<file path="src/logic/supply_seq_consts.vh">
// Purpose: Shared constants for the multi-supply switch sequencer.
// Assumes: 250 MHz core clock.
// Notes:   Times are kept in their own units; cycle counts derive from them.
`ifndef SUPPLY_SEQ_CONSTS_VH
`define SUPPLY_SEQ_CONSTS_VH

`define CLK_MHZ            250
`define QUAL_TIME_MS       100
`define QUAL_CYCLES        (`QUAL_TIME_MS * 1000 * `CLK_MHZ)
`define QUAL_CNT_W         25
`define POR_TIME_US        90
`define POR_CYCLES         (`POR_TIME_US * `CLK_MHZ)
`define POR_CNT_W          15

// Register indices on the register port
`define REG_SWITCH_CTRL    2'h0
`define REG_FAULT          2'h1
`define REG_CONFIG         2'h2
`define REG_STATUS         2'h3

// Fault register fields
`define FLT_UV_BIT         0
`define FLT_OC_BIT         1
`define FLT_DG_BIT         2

// Config register fields
`define CFG_RETRY_UV_BIT   0
`define CFG_RETRY_OC_BIT   1
`define CFG_RETRY_DG_BIT   4
`define CFG_SEQ_BIT        6

// Status register fields
`define STS_BUSY_BIT       1
`define STS_QUAL_BIT       0
`define STS_GOOD_BIT       2

// Reset values
`define RST_SWITCH_CTRL    4'h0
`define RST_FAULT          3'h0
`define RST_CONFIG         8'h00

`endif

</file>
<file path="src/logic/multi_supply_switch_sequencer.v">
// Purpose: Decides when four supply pass switches turn on and off, simultaneous or sequenced.
// Assumes: All inputs synchronous to clk_i; analog crossings arrive as one-cycle events.
// Notes:   Bit 0..3 of every vector are +12V, 5V, 3.3V, -12V.
`include "supply_seq_consts.vh"

// What this block does
// - Switches may turn on only after start-up conditions held 100ms without break.
// - All supplies above lockout; negative lockout ignored unless config pin tied low.
// - No undervoltage, overcurrent or downstream fault set, unless that type auto-retries.
// - Internal supply rising makes a reset pulse clearing faults and control bits.
// - On qualification sample enable; set all commands, or only first when sequencing.
// - If enable low, turn on later on enable rise or host turn-on write.
// - Current-limit faults of ramping supplies are ignored while the timer climbs.
// - At timer low crossing: reset soft-start, arm breaker, raise limit to three times.
// - Sequenced mode starts the next ramp; host-driven waits for next command.
// - All on and in tolerance: assert good, follow bus reset, downstream-good check.
// - Enable falling or board select going high turns off all switches.
// - Clearing one command bit turns off only that supply's switch.
// - Undervoltage, breaker trip or downstream-good fault turns off all switches.
// - Host writing one to a fault bit turns all off unless it auto-retries.
// - Any switch shut off releases supply good and drives local reset low.
// - Control register: commands in low nibble, on-state in high nibble.
// - Without sequencing, enable rise sets all commands; one shared ramp cycle.
// - With sequencing, enable sets first bit; each ramp end sets the next.
// - Sequencing: condition loss turns all off and clears bits 1-3; also on insertion.
// - Sequencing: host set chains onward; chain stops at a supply already powered.
// - Command sets ignored while ramping, busy flag shown; clears allowed; sets ramp together unless sequencing.
module multi_supply_switch_sequencer #(
  parameter QUAL_CYCLES = `QUAL_CYCLES,
  parameter POR_CYCLES  = `POR_CYCLES
) (
  // Clock and reset
  input  wire       clk_i,
  input  wire       rst_i,
  // Supply monitors
  input  wire [3:0] lockout_ok_i,
  input  wire       internal_supply_ok_i,
  input  wire       cfg_tied_low_i,
  input  wire       out_in_tol_i,
  input  wire [3:0] uv_event_i,
  input  wire [3:0] breaker_trip_i,
  input  wire [3:0] in_current_limit_i,
  // Backplane and board pins
  input  wire       board_select_n_i,
  input  wire       enable_pin_i,
  input  wire       bus_reset_n_i,
  input  wire       downstream_good_input_i,
  // Timing ramp comparator events
  input  wire       timer_hi_cross_i,
  input  wire       timer_lo_cross_i,
  input  wire       ss_open_loop_i,
  // Register port
  input  wire       reg_wr_i,
  input  wire [1:0] reg_addr_i,
  input  wire [7:0] reg_wdata_i,
  output reg  [7:0] reg_rdata_o,
  // Switch and ramp controls
  output reg  [3:0] switch_on_o,
  output reg  [3:0] breaker_arm_o,
  output reg  [3:0] high_limit_o,
  output reg  [3:0] cl_fault_mask_o,
  output reg        timer_charge_o,
  output reg        timer_pg_charge_o,
  output reg        ss_charge_o,
  output reg        ss_low_current_o,
  output reg        ss_reset_o,
  output reg        ramp_busy_flag_o,
  // Status pins
  output reg        supply_good_n_o,
  output reg        supply_good_n_oe_o,
  output reg        local_reset_n_o
);
  localparam [6:0] ST_WAIT  = 7'h01;
  localparam [6:0] ST_READY = 7'h02;
  localparam [6:0] ST_RHI   = 7'h04;
  localparam [6:0] ST_RLO   = 7'h08;
  localparam [6:0] ST_PGHI  = 7'h10;
  localparam [6:0] ST_PGLO  = 7'h20;
  localparam [6:0] ST_RUN   = 7'h40;
  localparam [`POR_CNT_W-1:0] POR_LOAD = POR_CYCLES[`POR_CNT_W-1:0];

  // Picks the lowest set bit so sequenced ramps take one supply at a time
  function [3:0] lowest_bit;
    input [3:0] v;
    begin
      lowest_bit = v & (~v + 4'h1);
    end
  endfunction

  reg [6:0]            state_ff, nxt_state;
  reg [3:0]            cmd_ff, nxt_cmd;
  reg [3:0]            on_ff, nxt_on;
  reg [3:0]            ramp_ff, nxt_ramp;
  reg [3:0]            arm_ff, nxt_arm;
  reg [2:0]            fault_ff, nxt_fault;
  reg [7:0]            cfg_ff, nxt_cfg;
  reg                  isup_d_ff;
  reg                  en_d_ff;
  reg                  bsel_d_ff;
  reg                  qual_d_ff;
  reg [`POR_CNT_W-1:0] por_cnt_ff;
  reg                  por_ff;
  wire                 qual_ok;
  wire                 seq_mode  = cfg_ff[`CFG_SEQ_BIT];
  wire                 wr_ctrl   = reg_wr_i && (reg_addr_i == `REG_SWITCH_CTRL);
  wire                 wr_fault  = reg_wr_i && (reg_addr_i == `REG_FAULT);
  wire                 wr_cfg    = reg_wr_i && (reg_addr_i == `REG_CONFIG);
  wire                 busy      = state_ff[2] | state_ff[3];
  wire [2:0]           retry     = {cfg_ff[`CFG_RETRY_DG_BIT], cfg_ff[`CFG_RETRY_OC_BIT],
                                    cfg_ff[`CFG_RETRY_UV_BIT]};
  wire                 lockouts  = &lockout_ok_i[2:0] &
                                   (lockout_ok_i[3] | ~cfg_tied_low_i);
  wire                 blocking  = |(fault_ff & ~retry);
  wire                 cond_now  = lockouts & internal_supply_ok_i & ~board_select_n_i &
                                   ~blocking & ~por_ff;
  wire                 qual_rise = qual_ok & ~qual_d_ff;
  wire                 en_rise   = enable_pin_i & ~en_d_ff;
  wire                 en_fall   = ~enable_pin_i & en_d_ff;
  wire                 bsel_fall = ~board_select_n_i & bsel_d_ff;
  wire                 bsel_rise = board_select_n_i & ~bsel_d_ff;
  wire                 good_now;

  // Continuous-hold qualifier for switch turn-on
  cycle_qualifier #(
    .CYCLES (QUAL_CYCLES),
    .W      (`QUAL_CNT_W)
  ) u_qual (
    .clk_i  (clk_i),
    .rst_i  (rst_i),
    .cond_i (cond_now),
    .done_o (qual_ok)
  );

  // Internal reset pulse on every rise of the internal supply
  always @(posedge clk_i or posedge rst_i) begin
    if (rst_i) begin
      isup_d_ff  <= 1'b0;
      por_cnt_ff <= {`POR_CNT_W{1'b0}};
      por_ff     <= 1'b0;
    end else begin
      isup_d_ff <= internal_supply_ok_i;
      if (internal_supply_ok_i && !isup_d_ff) begin
        por_cnt_ff <= POR_LOAD;
        por_ff     <= 1'b1;
      end else if (por_cnt_ff != {`POR_CNT_W{1'b0}}) begin
        por_cnt_ff <= por_cnt_ff - {{(`POR_CNT_W-1){1'b0}}, 1'b1};
      end else begin
        por_ff <= 1'b0;
      end
    end
  end

  assign good_now = (&on_ff) & out_in_tol_i & (state_ff[4] | state_ff[5] | state_ff[6]);

  always @* begin
    nxt_state = state_ff;
    nxt_cmd   = cmd_ff;
    nxt_on    = on_ff;
    nxt_ramp  = ramp_ff;
    nxt_arm   = arm_ff;
    nxt_fault = fault_ff;
    nxt_cfg   = cfg_ff;
    if (wr_cfg) begin
      nxt_cfg = reg_wdata_i;
    end
    // Host clears are honoured at any time, sets only outside a ramp
    if (wr_ctrl) begin
      nxt_cmd = busy ? (cmd_ff & reg_wdata_i[3:0]) : reg_wdata_i[3:0];
    end
    if (qual_rise && enable_pin_i || qual_ok && en_rise) begin
      nxt_cmd = seq_mode ? (nxt_cmd | 4'h1) : 4'hf;
    end
    if (seq_mode && bsel_fall) begin
      nxt_cmd[3:1] = 3'h0;
    end
    if (wr_fault) begin
      nxt_fault = reg_wdata_i[2:0];
    end
    nxt_on  = on_ff & nxt_cmd;
    nxt_arm = arm_ff & nxt_cmd;

    case (state_ff)
      ST_WAIT: begin
        if (qual_ok) begin
          nxt_state = ST_READY;
        end
      end
      ST_READY: begin
        if ((nxt_cmd & ~on_ff) != 4'h0) begin
          nxt_ramp  = seq_mode ? lowest_bit(nxt_cmd & ~on_ff) : (nxt_cmd & ~on_ff);
          nxt_on    = nxt_on | nxt_ramp;
          nxt_state = ST_RHI;
        end else if ((&on_ff) && out_in_tol_i) begin
          nxt_state = ST_PGHI;
        end
      end
      ST_RHI: begin
        if (timer_hi_cross_i) begin
          nxt_state = ST_RLO;
        end
      end
      ST_RLO: begin
        if (timer_lo_cross_i) begin
          if ((in_current_limit_i & ramp_ff) != 4'h0) begin
            nxt_fault[`FLT_OC_BIT] = 1'b1;
            nxt_on                 = 4'h0;
          end else begin
            nxt_arm = nxt_arm | (ramp_ff & nxt_on);
            if (seq_mode) begin
              // Chain onward, but stop at a supply that is already up
              nxt_cmd = nxt_cmd | ({ramp_ff[2:0], 1'b0} & ~on_ff);
            end
          end
          nxt_ramp  = 4'h0;
          nxt_state = ST_READY;
        end
      end
      ST_PGHI: begin
        if (timer_hi_cross_i) begin
          nxt_state = ST_PGLO;
        end
      end
      ST_PGLO: begin
        if (timer_lo_cross_i) begin
          if (!downstream_good_input_i) begin
            nxt_fault[`FLT_DG_BIT] = 1'b1;
            nxt_on                 = 4'h0;
          end
          nxt_state = ST_RUN;
        end
      end
      ST_RUN: begin
        if ((nxt_cmd & ~on_ff) != 4'h0 || !(&nxt_on)) begin
          nxt_state = ST_READY;
        end
      end
      default: begin
        nxt_state = ST_WAIT;
      end
    endcase

    // Hardware fault events win over a host clear in the same cycle
    if (|uv_event_i) begin
      nxt_fault[`FLT_UV_BIT] = 1'b1;
    end
    if (|(breaker_trip_i & arm_ff)) begin
      nxt_fault[`FLT_OC_BIT] = 1'b1;
    end
    if (|uv_event_i || |(breaker_trip_i & arm_ff)) begin
      nxt_on = 4'h0;
    end
    if (wr_fault && |(reg_wdata_i[2:0] & ~retry)) begin
      nxt_on = 4'h0;
    end
    if (en_fall || board_select_n_i || bsel_rise) begin
      nxt_on = 4'h0;
    end
    if (en_fall) begin
      nxt_cmd = 4'h0;
    end
    if (!cond_now || !qual_ok) begin
      nxt_on = 4'h0;
      if (seq_mode) begin
        nxt_cmd[3:1] = 3'h0;
      end
    end
    // A ramp about to start with every switch forced off is dropped, not left climbing
    if (!qual_ok && qual_d_ff || nxt_on == 4'h0 && (on_ff | nxt_ramp) != 4'h0) begin
      nxt_ramp  = 4'h0;
      nxt_state = qual_ok ? ST_READY : ST_WAIT;
    end
    nxt_arm = nxt_arm & nxt_on;
    if (por_ff) begin
      nxt_fault = `RST_FAULT;
      nxt_cfg   = `RST_CONFIG;
      nxt_cmd   = `RST_SWITCH_CTRL;
      nxt_on    = 4'h0;
      nxt_arm   = 4'h0;
      nxt_ramp  = 4'h0;
      nxt_state = ST_WAIT;
    end
  end

  always @(posedge clk_i or posedge rst_i) begin
    if (rst_i) begin
      state_ff  <= ST_WAIT;
      cmd_ff    <= `RST_SWITCH_CTRL;
      on_ff     <= 4'h0;
      ramp_ff   <= 4'h0;
      arm_ff    <= 4'h0;
      fault_ff  <= `RST_FAULT;
      cfg_ff    <= `RST_CONFIG;
      en_d_ff   <= 1'b0;
      bsel_d_ff <= 1'b1;
      qual_d_ff <= 1'b0;
    end else begin
      state_ff  <= nxt_state;
      cmd_ff    <= nxt_cmd;
      on_ff     <= nxt_on;
      ramp_ff   <= nxt_ramp;
      arm_ff    <= nxt_arm;
      fault_ff  <= nxt_fault;
      cfg_ff    <= nxt_cfg;
      en_d_ff   <= enable_pin_i;
      bsel_d_ff <= board_select_n_i;
      qual_d_ff <= qual_ok;
    end
  end

  // Output flops; the analog side sees only levels, never the state code
  always @(posedge clk_i or posedge rst_i) begin
    if (rst_i) begin
      switch_on_o        <= 4'h0;
      breaker_arm_o      <= 4'h0;
      high_limit_o       <= 4'h0;
      cl_fault_mask_o    <= 4'h0;
      timer_charge_o     <= 1'b0;
      timer_pg_charge_o  <= 1'b0;
      ss_charge_o        <= 1'b0;
      ss_low_current_o   <= 1'b0;
      ss_reset_o         <= 1'b1;
      ramp_busy_flag_o   <= 1'b0;
      supply_good_n_o    <= 1'b0;
      supply_good_n_oe_o <= 1'b0;
      local_reset_n_o    <= 1'b0;
      reg_rdata_o        <= 8'h00;
    end else begin
      switch_on_o       <= nxt_on;
      breaker_arm_o     <= nxt_arm;
      high_limit_o      <= nxt_arm;
      cl_fault_mask_o   <= (nxt_state == ST_RHI) ? (nxt_ramp & nxt_on) : 4'h0;
      timer_charge_o    <= (nxt_state == ST_RHI);
      timer_pg_charge_o <= (nxt_state == ST_PGHI);
      ss_charge_o       <= (nxt_state == ST_RHI) || (nxt_state == ST_RLO);
      // Slow the soft-start when an amplifier has gone open loop
      ss_low_current_o  <= ss_open_loop_i && ((nxt_state == ST_RHI) || (nxt_state == ST_RLO));
      ss_reset_o        <= !((nxt_state == ST_RHI) || (nxt_state == ST_RLO));
      ramp_busy_flag_o  <= (nxt_state == ST_RHI) || (nxt_state == ST_RLO);
      // Open-drain: drive low when good, release otherwise
      supply_good_n_o    <= 1'b0;
      supply_good_n_oe_o <= good_now && (&nxt_on);
      local_reset_n_o    <= good_now && (&nxt_on) && bus_reset_n_i;
      case (reg_addr_i)
        `REG_SWITCH_CTRL: reg_rdata_o <= {on_ff, cmd_ff};
        `REG_FAULT:       reg_rdata_o <= {5'h00, fault_ff};
        `REG_CONFIG:      reg_rdata_o <= cfg_ff;
        `REG_STATUS:      reg_rdata_o <= {5'h00, good_now, busy, qual_ok};
        default:          reg_rdata_o <= 8'h00;
      endcase
    end
  end
endmodule // multi_supply_switch_sequencer

</file>
<file path="src/logic/cycle_qualifier.v">
// Purpose: Flags a condition that has held continuously for a set number of cycles.
// Assumes: cond_i synchronous to clk_i.
// Notes:   Any drop of the condition restarts the count from zero.
module cycle_qualifier #(
  parameter CYCLES = 25000000,
  parameter W      = 25
) (
  // Clock and reset
  input  wire clk_i,
  input  wire rst_i,
  // Condition and result
  input  wire cond_i,
  output reg  done_o
);
  localparam integer LAST_FULL = CYCLES - 1;
  localparam [W-1:0] LAST      = LAST_FULL[W-1:0];
  reg [W-1:0] cnt_ff;

  always @(posedge clk_i or posedge rst_i) begin
    if (rst_i) begin
      cnt_ff <= {W{1'b0}};
      done_o <= 1'b0;
    end else if (!cond_i) begin
      cnt_ff <= {W{1'b0}};
      done_o <= 1'b0;
    end else if (cnt_ff == LAST) begin
      done_o <= 1'b1;
    end else begin
      cnt_ff <= cnt_ff + {{(W-1){1'b0}}, 1'b1};
    end
  end
endmodule // cycle_qualifier

</file>
<file path="config.mk">
export PLATFORM = sky130hd
export DESIGN_NAME = multi_supply_switch_sequencer
export DESIGN_NICKNAME = d
export VERILOG_FILES = /design/src/logic/multi_supply_switch_sequencer.v /design/src/logic/cycle_qualifier.v
export VERILOG_INCLUDE_DIRS = /design/src /design/src/logic
export SDC_FILE = /design/constraint.sdc
export NUM_CORES = 1
export LEC_CHECK = 0
export BUFFER_PORTS_ARGS = -buffer_cell sky130_fd_sc_hd__buf_2
export CORE_MARGIN = 2
export CORE_UTILIZATION = 40
export DETAILED_ROUTE_END_ITERATION = 8
export PLACE_DENSITY_LB_ADDON = 0.2
export SKIP_CTS_REPAIR_TIMING = 1
export SLEW_MARGIN = 20
export SYNTH_ARGS = -nofsm -noshare
export SYNTH_HDL_FRONTEND = slang
export SYNTH_SLANG_ARGS = --single-unit
</file>
<file path="constraint.sdc">
create_clock -name clk_i -period 4.9 [get_ports clk_i]
set_input_delay 0.735 -clock clk_i [delete_from_list [all_inputs] [get_ports clk_i]]
set_output_delay 0.735 -clock clk_i [all_outputs]
set_load 0.005 [all_outputs]
</file>
==> impl_metrics.ini <==
[outcome]
run_status = finished clean

[cells_and_area]
final_common_cell = sky130_fd_sc_hd__dfrtp_1
layout_common_cells = sky130_fd_sc_hd__dfrtp_1, sky130_fd_sc_hd__nor2_1, sky130_fd_sc_hd__buf_2
syn2layout_area_growth_pct = 13.9
drive_above_1_share = 0.182
finalNetCount = 624
layoutNonFillerInstCount = 760
antennaDiodeCount = 0

[setup_path]
critPathArrivalTime_ps = 3510
cp-start-kind = primary input
crit_path_max_fanout = 14
required_ps = 5140
setup.worst_path.end_class = register
setup.worst_path.class = primary input to register

[flow_run]
maxCapViolCount = 0

[drt]
initialDrtViolationCount = 374
route.detailed.vias_per_inst = 5.54
detailroute.wirelength.met3_um = 753
drt-pass1-iter-count = 5
met1Wirelength_mm = 5.83
route.final.wire_length_mm = 12.7
detail-route-antenna-nets = 0
num_vias = 4210
detail_route.drc_violations = 0
top_layer = met4
wl_per_cell_um = 16.7
met2WireLength_mm = 5.83

[yosys]
netlist_instances = 531
ys_ff_latch = 99
synth_ff_type = sky130_fd_sc_hd__dfrtp_1
post_synthesis_sequential_area_ratio = 0.484
yosys_warnings = 0
synthDistinctLibCells = 70
post_synthesis_average_cell_area_sq_um = 9.65
mapped_nets = 572
netlist_area_sq_mm = 0.00512
asyncSetResetFlopFracSynth = 1.00
number_of_enable_type_register_cells_in_the_synthesized_netlist = 0

[sta]
setup_viol_count_final = 0
timing.hold.ws_ps = 519
worst_slew_pin_slew_ps = 1030
finalMaxSlewViolations = 0
final_hold_viol_count = 0
final.setup.worst_slack_ps = 1630
clock-skew-final_ps = 7.70
totalNegativeSetupSlack_ps = 0
portion_of_the_clock_cycle_consumed_by_the_worst_path_in_the_final_layout = 0.667
finalWorstPathRequiredPeriod_ps = 3270
maxClockFrequency_ghz = 0.306
timing.max_slew.rel_slack = 0.312
grt_setup_unrepaired = no

[die]
initial_core_util = 0.408
core_region_area_sq_mm = 0.0126
die-height_um = 117
die_area_sq_mm = 0.0137
placementRows = 41
boundaryPins = 72
dieWidth_um = 117

[min_path]
timing.hold.worst.class = register to register

[clocking]
num_cts_buffers = 9
worst_skew_pair.late_latency_ps = 350
clock_sink_count = 99
tritoncts = built
htreeDepth = 3
clock_tree.buffer_depth = 2
clockRootBuffer = sky130_fd_sc_hd__clkbuf_16
clkSlewWorstSetupHoldPaths_ps = 70

[global_route]
grt_pass1_wl_mm = 20.4
number_of_global_route_vias_before_repair = 3987
grtUsageTotal = 0.195
largest_net_degree_at_the_start_of_global_routing = 65
number_of_antenna_violations_at_the_first_check_in_global_routing = 0
grt_overflow = 0

[power_and_ir_drop]
p_total_mw = 1.64
p_per_area_mw_per_mm2 = 282
vdd.ir_drop.worst_v = 0.000189
power.static_leakage_nw = 2.57

[place]
dp.cells = 744
place_congestion = 0.945
post-dp-hpwl_mm = 9.26
port_buffers = 70
preCtsSetupSlack_ps = 1280
-- stage by stage --
step	area, sq um	util
finish	5830	0.464
floorplan	5120	-
global placement	5560	0.443
CTS	5830	0.464
detailed placement	5560	0.443
global route	5830	0.464
-- final cells by class --
| cell class | instances | area (sq um) |
|---|---|---|
| Clock buffer | 11 | 233 |
| Clock inverter | 5 | 38.8 |
| Fill cell | 1190 | 6730 |
| Inverter | 18 | 70.1 |
| Multi-Input combinational cell | 384 | 2440 |
| Sequential cell | 99 | 2480 |
| Tap cell | 172 | 215 |
| Timing Repair Buffer | 71 | 358 |
-- Yosys cell counts (2+ instances only) --
cell                        number  area, sq um
sky130_fd_sc_hd__o41ai_1         2         17.5
sky130_fd_sc_hd__a211oi_1        4         30.0
sky130_fd_sc_hd__inv_1          18         67.6
sky130_fd_sc_hd__o211ai_2        2         25.0
sky130_fd_sc_hd__xor2_1         19          166
sky130_fd_sc_hd__or4b_1          2         20.0
sky130_fd_sc_hd__and3_1         10         62.6
sky130_fd_sc_hd__nand4_1         6         37.5
sky130_fd_sc_hd__dfstp_2         3         78.8
sky130_fd_sc_hd__dfrtp_1        96         2400
sky130_fd_sc_hd__a21oi_1        29          145
sky130_fd_sc_hd__o31ai_1         2         15.0
sky130_fd_sc_hd__o22a_1          2         17.5
sky130_fd_sc_hd__buf_1           4         15.0
sky130_fd_sc_hd__xnor2_1        13          114
sky130_fd_sc_hd__a22oi_1         3         22.5
sky130_fd_sc_hd__nand2_1        37          139
sky130_fd_sc_hd__mux2i_1        16          160
sky130_fd_sc_hd__a31oi_1         6         37.5
sky130_fd_sc_hd__a2111oi_2       2         30.0
sky130_fd_sc_hd__and2_1          5         31.3
sky130_fd_sc_hd__clkbuf_1       20         75.1
sky130_fd_sc_hd__o21ai_0        16         80.1
sky130_fd_sc_hd__a211o_1         4         35.0
sky130_fd_sc_hd__nor3_1         23          115
sky130_fd_sc_hd__a2111o_1        2         22.5
sky130_fd_sc_hd__mux4_2          3         67.6
sky130_fd_sc_hd__or4_1           6         45.0
sky130_fd_sc_hd__nand3b_1        7         52.6
sky130_fd_sc_hd__nor4_1         10         62.6
sky130_fd_sc_hd__a222oi_1        2         20.0
sky130_fd_sc_hd__nor2b_1         5         31.3
sky130_fd_sc_hd__o21bai_1        4         30.0
sky130_fd_sc_hd__ha_1            2         25.0
sky130_fd_sc_hd__nand3_1        16         80.1
sky130_fd_sc_hd__or3_1           8         50.1
sky130_fd_sc_hd__nor2_1         78          293
sky130_fd_sc_hd__nand2b_1        5         31.3
sky130_fd_sc_hd__buf_4           6         45.0
sky130_fd_sc_hd__a21o_1          3         22.5
-- state kept, by name, indices dropped and copies added (netlist names), 3 cells and up --
| name | count |
|---|---|
| u_qual.cnt_ff | 25 |
| cfg_ff | 8 |
| high_limit_o | 4 |
| cl_fault_mask_o | 4 |
| cmd_ff | 4 |
| ramp_ff | 4 |
| por_cnt_ff | 15 |
| reg_rdata_o | 8 |
| fault_ff | 3 |
| state_ff | 7 |
| switch_on_o | 4 |
-- kinds of logic (layout without fill, tap and decap cells) --
| logic type | after synthesis | count (layout) | synth area share |
|---|---|---|---|
| other | 1 | 1 | 0.000732 |
| adder cells (fa/ha/maj) | 2 | 2 | 0.00488 |
| AND/OR/NAND/NOR | 231 | 231 | 0.230 |
| flip-flops | 99 | 99 | 0.484 |
| AO/OA/AOI/OAI | 98 | 98 | 0.139 |
| buffers and inverters | 48 | 105 | 0.0396 |
| multiplexers | 20 | 20 | 0.0467 |
| XOR/XNOR | 32 | 32 | 0.0547 |
-- power by group --
group	internal [mW]	switching, mW
clock network	0.348	0.315
logic	0.0462	0.0748
registers	0.839	0.0206
total	1.23	0.411
-- worst paths after layout --
path | to | cells after the start | slack [ps] | from
worst max-delay path | state_ff[6] | 9 | 1630 | reg_addr_i[1]
worst min register to register | por_cnt_ff[2] | 1 | 520 | por_cnt_ff[2]
worst max register to register | ramp_ff[0] | 8 | 1740 | state_ff[3]
worst min-delay path | por_cnt_ff[2] | 1 | 520 | por_cnt_ff[2]
max in group asynchronous | bsel_d_ff | 3 | 3390 | rst_i
min in group asynchronous | u_qual.cnt_ff[5] | 2 | 540 | rst_i
-- routing by layer --
metal | track usage | vias to the layer above
li1 | - | 1990
met1 | 0.273 | 2066
met2 | 0.298 | 132
met3 | 0.0427 | 22
met4 | 0.0729 | 0
met5 | 0 | -
-- worst max-delay path, cell delays in order --
cell and delay, ps:
sky130_fd_sc_hd__buf_2 200, sky130_fd_sc_hd__nor3b_2 390, sky130_fd_sc_hd__o211a_1 260, sky130_fd_sc_hd__a211oi_1 120
sky130_fd_sc_hd__or4_1 670, sky130_fd_sc_hd__a211o_1 370, sky130_fd_sc_hd__a211oi_4 330, sky130_fd_sc_hd__o211ai_4 190
sky130_fd_sc_hd__a2111oi_2 250
Note: power is estimated with default switching activity, not from simulation.
